### src/inc/ecc_pkg.sv
// Purpose: Shared constants for the emulation cycle control block.
// Assumes: 50 MHz system clock, AXI4-Lite register access.
// Notes: Offsets are byte addresses of 32-bit words.
package ecc_pkg;
  // ****************************************
  // Clock and timing
  // ****************************************
  localparam int CLK_PERIOD_NS = 20;
  localparam int LATCH_PULSE_NS = 60;
  localparam int LATCH_PULSE_CYC = (LATCH_PULSE_NS + CLK_PERIOD_NS - 1) / CLK_PERIOD_NS;
  localparam int STATUS_DELAY_STAGES = 2;

  // ****************************************
  // Register map
  // ****************************************
  localparam logic [7:0] CTRL_OFF = 8'h00;
  localparam logic [7:0] STAT_OFF = 8'h04;
  localparam logic [7:0] ADDR_OFF = 8'h08;

  // ****************************************
  // Control bit positions
  // ****************************************
  localparam int CB_SOFT_BREAK = 0;
  localparam int CB_BREAK_POL = 1;
  localparam int CB_IRQ_EN = 2;
  localparam int CB_HALT = 3;
  localparam int CB_HS_EN = 4;
  localparam int CB_WAIT_SEL = 5;
  localparam int CB_HS_POL = 6;
  localparam int CB_FAST_EN = 7;
  localparam logic [7:0] CTRL_RESET = 8'h81;

  // ****************************************
  // Status bit positions
  // ****************************************
  localparam int SB_BREAK = 0;
  localparam int SB_WAIT = 1;
  localparam int SB_ACK = 2;

  // ****************************************
  // Edge detector lanes
  // ****************************************
  localparam int EG_BUS_BREAK = 0;
  localparam int EG_SOFT_BREAK = 1;
  localparam int EG_ANAL = 2;
  localparam int EG_CYC = 3;
  localparam int EG_READY = 4;
  localparam int EG_MAPWR = 5;
  localparam int EG_ADDRLD = 6;
  localparam int EG_PODRD = 7;
  localparam int EG_WIDTH = 8;

  localparam logic [1:0] RESP_OKAY = 2'h0;
  localparam logic [1:0] RESP_SLVERR = 2'h2;
endpackage : ecc_pkg

### src/hdl/ecc_edge.sv
// Purpose: Rise and fall detection on a group of synchronous inputs.
// Assumes: Inputs already synchronous to clk.
// Notes: Previous values reset to the idle level given.
`timescale 1ns/1ps
module ecc_edge #(
  parameter int W = 8,
  parameter logic [W-1:0] IDLE = '0
) (
  input wire logic clk,
  input wire logic srst,
  input wire logic [W-1:0] sig,
  output logic [W-1:0] rise,
  output logic [W-1:0] fall
);
  logic [W-1:0] prev_q;

  always_ff @(posedge clk) begin
    if (srst) begin
      prev_q <= IDLE;
    end else begin
      prev_q <= sig;
    end
  end

  assign rise = sig & ~prev_q;
  assign fall = ~sig & prev_q;
endmodule : ecc_edge

### src/hdl/ecc_pulse.sv
// Purpose: Self-terminating pulse of a fixed cycle count.
// Assumes: Trigger is a one-cycle pulse.
// Notes: A trigger during the pulse restarts the count.
`timescale 1ns/1ps
module ecc_pulse #(
  parameter int N = 3
) (
  input wire logic clk,
  input wire logic srst,
  input wire logic trig,
  output logic active
);
  logic [7:0] cnt_q;

  always_ff @(posedge clk) begin
    if (srst) begin
      cnt_q <= 8'h00;
    end else if (trig) begin
      cnt_q <= 8'(N);
    end else if (cnt_q != 8'h00) begin
      cnt_q <= cnt_q - 8'h01;
    end
  end

  assign active = trig || (cnt_q > 8'h01);
endmodule : ecc_pulse

### src/hdl/ecc_top.sv
// Purpose: Emulation cycle control: status pass, break, halt, latch, wait/ack.
// Assumes: All pod and bus inputs synchronous to clk; AXI4-Lite registers.
// Notes: Software reset of the board maps onto srst.
//
// Summary of operation
// - Pod status 3-7 passed to bus status
// - Status 2,1 are delayed byte enables
// - Status 0 and bus write follow write
// - Falling break request edge sets break flag
// - Break output is flag XOR polarity bit
// - Polarity high gives active-low break output
// - Interrupt enable lets break activity raise irq
// - Halt control bit asserts halt to pod
// - Refresh request also asserts halt to pod
// - Latch strobe rise loads last address
// - Cycle arms, analysis rise makes latch strobe
// - Memory break status low blocks analysis latch strobes, not pulse strobes
// - Mapper write or address load starts pulse
// - Pod read strobe also starts latch pulse
// - Refresh acknowledge follows pod grant
// - Wait mode sets wait flag in emulation space
// - Memory ready one-shot clears wait flag
// - Handshake output active level is polarity select bit
// - Ack mode: held off, ready sets ack
// - Cycle end clears acknowledge flag
// - Fast wait asserted until ready presets flag
`timescale 1ns/1ps
module ecc_top
  import ecc_pkg::*;
(
  input wire logic clk,
  input wire logic srst,
  // AXI4-Lite
  input wire logic [7:0] s_axi_awaddr,
  input wire logic s_axi_awvalid,
  output logic s_axi_awready,
  input wire logic [31:0] s_axi_wdata,
  input wire logic [3:0] s_axi_wstrb,
  input wire logic s_axi_wvalid,
  output logic s_axi_wready,
  output logic [1:0] s_axi_bresp,
  output logic s_axi_bvalid,
  input wire logic s_axi_bready,
  input wire logic [7:0] s_axi_araddr,
  input wire logic s_axi_arvalid,
  output logic s_axi_arready,
  output logic [31:0] s_axi_rdata,
  output logic [1:0] s_axi_rresp,
  output logic s_axi_rvalid,
  input wire logic s_axi_rready,
  // Pod and emulation bus
  input wire logic [7:3] pod_status_in,
  input wire logic upper_byte_enable,
  input wire logic byte_cycle_strobe,
  input wire logic pod_write_cycle,
  output logic [7:0] bus_status_out,
  output logic bus_write_out,
  input wire logic bus_break_request,
  output logic break_to_pod,
  output logic mainframe_irq_n,
  input wire logic refresh_request_in,
  output logic halt_to_pod,
  input wire logic pod_refresh_grant,
  output logic refresh_ack_out,
  input wire logic [23:0] emu_addr,
  input wire logic analysis_strobe,
  input wire logic memory_break_status,
  input wire logic mapper_write_pulse,
  input wire logic pod_addr_load,
  input wire logic pod_read_strobe,
  output logic addr_latch_strobe,
  input wire logic cycle_start_strobe,
  input wire logic mem_cycle_active_n,
  input wire logic mapper_emu_space,
  input wire logic mem_ready,
  output logic wait_to_pod,
  output logic fast_wait_n
);
  // ****************************************
  // Declarations
  // ****************************************
  logic [7:0] ctrl_q;
  logic break_q;
  logic wait_q;
  logic ack_q;
  logic [23:0] last_addr_q;
  logic aw_rdy_q;
  logic ar_rdy_q;
  logic bvalid_q;
  logic rvalid_q;
  logic [31:0] rdata_q;
  logic [1:0] bresp_q;
  logic [1:0] rresp_q;
  logic [7:0] bus_status_q;
  logic bus_write_q;
  logic break_out_q;
  logic irq_n_q;
  logic halt_q;
  logic refresh_ack_q;
  logic strobe_q;
  logic strobe_d;
  logic hs_q;
  logic fast_n_q;
  logic [EG_WIDTH-1:0] edge_in;
  logic [EG_WIDTH-1:0] rise;
  logic [EG_WIDTH-1:0] fall;
  logic [STATUS_DELAY_STAGES:0] bup_dly;
  logic [STATUS_DELAY_STAGES:0] byte_dly;
  logic wr_fire;
  logic rd_fire;
  logic pulse_trig;
  logic pulse_on;
  logic norm_strobe;
  logic ready_pulse;
  logic wait_mode;
  logic ack_mode;

  function automatic logic hit(input logic [7:0] addr, input logic [7:0] off);
    hit = (addr[7:2] == off[7:2]);
  endfunction : hit

  // ****************************************
  // Edge detection
  // ****************************************
  assign edge_in[EG_BUS_BREAK] = bus_break_request;
  assign edge_in[EG_SOFT_BREAK] = ctrl_q[CB_SOFT_BREAK];
  assign edge_in[EG_ANAL] = analysis_strobe;
  assign edge_in[EG_CYC] = cycle_start_strobe;
  assign edge_in[EG_READY] = mem_ready;
  assign edge_in[EG_MAPWR] = mapper_write_pulse;
  assign edge_in[EG_ADDRLD] = pod_addr_load;
  assign edge_in[EG_PODRD] = pod_read_strobe;

  ecc_edge #(
    .W(EG_WIDTH),
    .IDLE(8'hA3)
  ) u_edge (
    .clk(clk),
    .srst(srst),
    .sig(edge_in),
    .rise(rise),
    .fall(fall)
  );

  // ****************************************
  // AXI4-Lite slave
  // ****************************************
  assign wr_fire = aw_rdy_q && s_axi_awvalid && s_axi_wvalid;
  assign rd_fire = ar_rdy_q && s_axi_arvalid;

  always_ff @(posedge clk) begin
    if (srst) begin
      aw_rdy_q <= 1'b0;
      bvalid_q <= 1'b0;
      bresp_q <= RESP_OKAY;
    end else begin
      aw_rdy_q <= !aw_rdy_q && s_axi_awvalid && s_axi_wvalid && !bvalid_q;
      if (wr_fire) begin
        bvalid_q <= 1'b1;
        bresp_q <= (hit(s_axi_awaddr, CTRL_OFF) || hit(s_axi_awaddr, STAT_OFF) ||
                    hit(s_axi_awaddr, ADDR_OFF)) ? RESP_OKAY : RESP_SLVERR;
      end else if (s_axi_bready) begin
        bvalid_q <= 1'b0;
      end
    end
  end

  always_ff @(posedge clk) begin
    if (srst) begin
      ar_rdy_q <= 1'b0;
      rvalid_q <= 1'b0;
      rdata_q <= 32'h0000_0000;
      rresp_q <= RESP_OKAY;
    end else begin
      ar_rdy_q <= !ar_rdy_q && s_axi_arvalid && !rvalid_q;
      if (rd_fire) begin
        rvalid_q <= 1'b1;
        rresp_q <= RESP_OKAY;
        if (hit(s_axi_araddr, CTRL_OFF)) begin
          rdata_q <= {24'h00_0000, ctrl_q};
        end else if (hit(s_axi_araddr, STAT_OFF)) begin
          rdata_q <= {29'h0000_0000, ack_q, wait_q, break_q};
        end else if (hit(s_axi_araddr, ADDR_OFF)) begin
          rdata_q <= {8'h00, last_addr_q};
        end else begin
          rdata_q <= 32'h0000_0000;
          rresp_q <= RESP_SLVERR;
        end
      end else if (s_axi_rready) begin
        rvalid_q <= 1'b0;
      end
    end
  end

  assign s_axi_awready = aw_rdy_q;
  assign s_axi_wready = aw_rdy_q;
  assign s_axi_bvalid = bvalid_q;
  assign s_axi_bresp = bresp_q;
  assign s_axi_arready = ar_rdy_q;
  assign s_axi_rvalid = rvalid_q;
  assign s_axi_rdata = rdata_q;
  assign s_axi_rresp = rresp_q;

  // ****************************************
  // Control register
  // ****************************************
  always_ff @(posedge clk) begin
    if (srst) begin
      ctrl_q <= CTRL_RESET;
    end else if (wr_fire && hit(s_axi_awaddr, CTRL_OFF) && s_axi_wstrb[0]) begin
      ctrl_q <= s_axi_wdata[7:0];
    end
  end

  assign wait_mode = ctrl_q[CB_HS_EN] && ctrl_q[CB_WAIT_SEL];
  assign ack_mode = ctrl_q[CB_HS_EN] && !ctrl_q[CB_WAIT_SEL];

  // ****************************************
  // Analysis status lines
  // ****************************************
  assign bup_dly[0] = upper_byte_enable;
  assign byte_dly[0] = byte_cycle_strobe;

  generate
    for (genvar i = 1; i <= STATUS_DELAY_STAGES; i++) begin : g_dly
      logic bup_q;
      logic byte_q;
      always_ff @(posedge clk) begin
        if (srst) begin
          bup_q <= 1'b1;
          byte_q <= 1'b1;
        end else begin
          bup_q <= bup_dly[i-1];
          byte_q <= byte_dly[i-1];
        end
      end
      assign bup_dly[i] = bup_q;
      assign byte_dly[i] = byte_q;
    end
  endgenerate

  always_ff @(posedge clk) begin
    if (srst) begin
      bus_status_q <= 8'hFF;
      bus_write_q <= 1'b1;
    end else begin
      bus_status_q[7:3] <= pod_status_in;
      bus_status_q[2] <= bup_dly[STATUS_DELAY_STAGES];
      bus_status_q[1] <= byte_dly[STATUS_DELAY_STAGES];
      bus_status_q[0] <= pod_write_cycle;
      bus_write_q <= pod_write_cycle;
    end
  end

  assign bus_status_out = bus_status_q;
  assign bus_write_out = bus_write_q;

  // ****************************************
  // Break and interrupt
  // ****************************************
  always_ff @(posedge clk) begin
    if (srst) begin
      break_q <= 1'b0;
    end else if (fall[EG_BUS_BREAK] || fall[EG_SOFT_BREAK]) begin
      break_q <= 1'b1;
    end else if (wr_fire && hit(s_axi_awaddr, STAT_OFF) && s_axi_wstrb[0] &&
                 s_axi_wdata[SB_BREAK]) begin
      break_q <= 1'b0;
    end
  end

  always_ff @(posedge clk) begin
    if (srst) begin
      break_out_q <= 1'b0;
      irq_n_q <= 1'b1;
    end else begin
      break_out_q <= break_q ^ ctrl_q[CB_BREAK_POL];
      irq_n_q <= !(ctrl_q[CB_IRQ_EN] &&
                   (!bus_break_request || !ctrl_q[CB_SOFT_BREAK]));
    end
  end

  assign break_to_pod = break_out_q;
  assign mainframe_irq_n = irq_n_q;

  // ****************************************
  // Halt and refresh
  // ****************************************
  always_ff @(posedge clk) begin
    if (srst) begin
      halt_q <= 1'b0;
      refresh_ack_q <= 1'b0;
    end else begin
      halt_q <= ctrl_q[CB_HALT] || refresh_request_in;
      refresh_ack_q <= pod_refresh_grant;
    end
  end

  assign halt_to_pod = halt_q;
  assign refresh_ack_out = refresh_ack_q;

  // ****************************************
  // Last address latch
  // ****************************************
  assign pulse_trig = fall[EG_MAPWR] || rise[EG_ADDRLD] || fall[EG_PODRD];

  ecc_pulse #(
    .N(LATCH_PULSE_CYC)
  ) u_pulse (
    .clk(clk),
    .srst(srst),
    .trig(pulse_trig),
    .active(pulse_on)
  );

  assign norm_strobe = rise[EG_ANAL] && cycle_start_strobe && memory_break_status;
  assign strobe_d = pulse_on || norm_strobe;

  always_ff @(posedge clk) begin
    if (srst) begin
      strobe_q <= 1'b0;
      last_addr_q <= 24'h00_0000;
    end else begin
      strobe_q <= strobe_d;
      if (strobe_d && !strobe_q) begin
        last_addr_q <= emu_addr;
      end
    end
  end

  assign addr_latch_strobe = strobe_q;

  // ****************************************
  // Wait, acknowledge, fast wait
  // ****************************************
  assign ready_pulse = rise[EG_READY];

  always_ff @(posedge clk) begin
    if (srst) begin
      wait_q <= 1'b0;
    end else if (rise[EG_CYC] && mapper_emu_space && wait_mode) begin
      wait_q <= 1'b1;
    end else if (ready_pulse) begin
      wait_q <= 1'b0;
    end
  end

  always_ff @(posedge clk) begin
    if (srst) begin
      ack_q <= 1'b0;
    end else if (ready_pulse) begin
      ack_q <= 1'b1;
    end else if (rise[EG_CYC]) begin
      ack_q <= !mapper_emu_space;
    end else if (mem_cycle_active_n) begin
      ack_q <= 1'b0;
    end
  end

  always_ff @(posedge clk) begin
    if (srst) begin
      hs_q <= 1'b0;
      fast_n_q <= 1'b1;
    end else begin
      hs_q <= ((wait_mode && wait_q) || (ack_mode && ack_q)) ~^ ctrl_q[CB_HS_POL];
      fast_n_q <= ctrl_q[CB_FAST_EN] || ack_q;
    end
  end

  assign wait_to_pod = hs_q;
  assign fast_wait_n = fast_n_q;
endmodule : ecc_top

### config.mk
export PLATFORM = sky130hd
export DESIGN_NAME = ecc_top
export DESIGN_NICKNAME = d
export VERILOG_FILES = /design/src/inc/ecc_pkg.sv /design/src/hdl/ecc_edge.sv /design/src/hdl/ecc_pulse.sv /design/src/hdl/ecc_top.sv
export SDC_FILE = /design/constraint.sdc
export NUM_CORES = 1
export LEC_CHECK = 0
export BUFFER_PORTS_ARGS = -buffer_cell sky130_fd_sc_hd__buf_2
export CAP_MARGIN = 20
export CORE_UTILIZATION = 44
export CTS_CLUSTER_DIAMETER = 100
export CTS_CLUSTER_SIZE = 40
export DETAILED_ROUTE_END_ITERATION = 7
export GPL_TIMING_DRIVEN = 1
export PLACE_DENSITY = 0.76
export SLEW_MARGIN = 20
export SYNTH_ARGS = -nofsm -noshare
export SYNTH_HDL_FRONTEND = slang
export SYNTH_HIERARCHICAL = 1
export SYNTH_SLANG_ARGS = --single-unit
### constraint.sdc
create_clock -name clk -period 1.91 [get_ports clk]
set_clock_uncertainty 0.15 [all_clocks]
set_input_delay 0.2865 -clock clk [delete_from_list [all_inputs] [get_ports clk]]
set_output_delay 0.2865 -clock clk [all_outputs]
set_load 0.02 [all_outputs]
==> impl_results.md <==
- Status: finished, violations left
- Failing checks: negative setup slack
- Worst hold path class: input port to flop
- CP peak stage delay: 370 ps
- N_diodes: 0
- Drt first-iter violations: 100
- Worst Path Arrival: 2120 ps
- Final setup viols: 25
- Max-cap check violation count: 0
- Remaining antenna violation count: 0
- Most frequent CP cell: buf_12
- Vias in the first global route: 3410
- Worst hold slack: 21.2 ps
- Cell area after synthesis: 4140 µm²
- Worst setup margin: -108 ps
- Final Max Slew Viols: 0
- Core area: 9200 µm²
- Area delta synth->final: 31.6%
- Fin crit share: 106%
- Drt wl/cell: 13.9 µm
- Final wirelength: 9.71 mm
- Total CTS buffers: 9
- Gr usage total: 20.4%
- Leak Pwr: 0.00240 µW
- Synth warn: 6
- DP HPWL: 6.33 mm
- Cell Pwr Density: 814 nW/µm²
- CP Launch Type: flop
- Site Rows: 35
- H-tree depth: 3
- Clk Latency, worst-skew pair: 360 ps
- First drt pass iteration count: 4
- Port Buffers: 118
- Max clock buf depth: 2
- Initial Utilization: 45.0%
- DP Worst Slack: -327 ps
- Peak VDD IR: 0.568 mV
- Worst-margin pin slew: 504 ps
- Initial antenna violation count: 0
- Clock sinks: 100
- Final Hold Fails: 0
- Crit-path slowest cell: or3_4
- Max Fclk: 0.496 GHz
- IO Count: 160
- Clock-pin slew on the worst setup and hold paths: 90 ps
- Die height: 99.0 µm
- Crit Path Class: flop to flop
- TritonCTS clock tree: built
- Final Wtd Congestion: 0.809
- RSZ-0062 raised after global routing: yes
- Syn avg cell area: 9.47 µm²
- Worst path cell trace: nor2b_4, or3_4, nor3_2, o211ai_1, a31oi_4, buf_12, nor2_4, buf_12, mux2i_1
- Via total after detailed routing: 3574
- Layout cells sized above 1: 30.8%
- Via density: 5.12
- Critical Path RT: 2010 ps
- Largest net degree at the start of global routing: 43
- First-pass GRT wire length: 15.8 mm
- Gr ovfl total: 0
- Fin crit period: 2020 ps
- Nets: 689
- Remaining DRCs: 0
- Crit path max fanout: 12
- Die Wd: 99.0 µm
- Slew headroom: 66.3%
- Critical path endpoint category: flop
- Root Buffer: clkbuf_8
- Cell count after synthesis: 437
- Die area: 9800 µm²
## flip-flops by register name, indices dropped and copies added (netlist names), 2 cells and up
signal / flops
ctrl_q: 8
bus_status_out: 8
s_axi_rdata: 24
last_addr_q: 24
u_edge/prev_q: 8
g_dly.bup_q: 2
u_pulse/cnt_q: 8
g_dly.byte_q: 2
## placed cells by master, fill, tap and decap left out, types with 3 or more instances in the layout
cell type        n
buf_12           5
a21oi_1         24
o21ai_1          5
nor2b_1         13
dfxtp_1         98
nor2_4           3
and3b_1          6
buf_2          117
a211oi_1         3
ha_1             3
inv_1            5
or2_1            7
conb_1          10
nand2b_1        63
dlygate4sd3_1   18
nand4_1         17
nor4_1           4
clkbuf_8        10
mux2i_1         33
nand3_1         15
or2_2            9
buf_4           18
a311oi_1        10
nand2_1         23
xnor2_1          3
nor2_1          25
or4_1            3
bufinv_16        3
## critical path: cells and delay by family, from the launching register on
family	cells	cell delay (ps)
and+or+nand+nor	4	630
AOI/OAI and AO/OA	2	370
DFF	1	320
buffers and inverters	2	320
muxes	1	120
## cell type report
type                    count  area [µm²]
clock inverters             4        97.6
inverters                   5        18.8
well taps                 111         139
clock buffers              11         141
multi-input cells         307        2030
fillers                   801        3750
repair buffers            160        1020
flip-flops and latches    100        2000
## where the power goes
group	switching (µW)	internal [µW]
logic	317	302
registers	53.4	2180
clock network	687	899
## per-stage QoR
step	utilization (%)	TNS (ps)	instance area [µm²]	std cells	power (µW)
5_1_grt	59.3	-2990	5450	698	4640
3_5_place_dp	53.3	-7360	4900	658	2810
2_1_floorplan	-	-530	4180	446	2620
3_3_place_gp	53.3	-6080	4900	658	2790
4_1_cts	58.9	-994	5410	696	4460
6_report	59.3	-1490	5450	698	4440
## layer usage
metal	track usage, %	wire [µm]	vias to the layer above	share of wire [%]
li1	-	-	1776	-
met3	4.75	431	11	4.4
met4	6.89	129	0	1.3
met1	24.2	4270	1678	44
met5	0	0	-	0
met2	36.3	4880	109	50
## path summary, 6_finish.rpt
check,start,to,slack [ps],cells after the start
hold reg to reg,g_dly[1].byte_q$_SDFF_PP1_,g_dly[2].byte_q$_SDFF_PP1_,260,1
setup reg to reg,u_edge/prev_q[5]$_SDFF_PP1_,last_addr_q[21]$_SDFFE_PP0P_,-110,9
hold / removal,emu_addr[16],last_addr_q[16]$_SDFFE_PP0P_,20,3
setup / recovery,u_edge/prev_q[5]$_SDFF_PP1_,last_addr_q[21]$_SDFFE_PP0P_,-110,9
## timing repair
action,in CTS,in global routing
hold endpoints to repair,18,0
buffers inserted,3,3
setup endpoints to repair,24,26
resized for setup,6,6
hold buffers,18,0
gates cloned,2,0
pin swaps,2,3
Note: power is estimated with default switching activity, not from simulation.
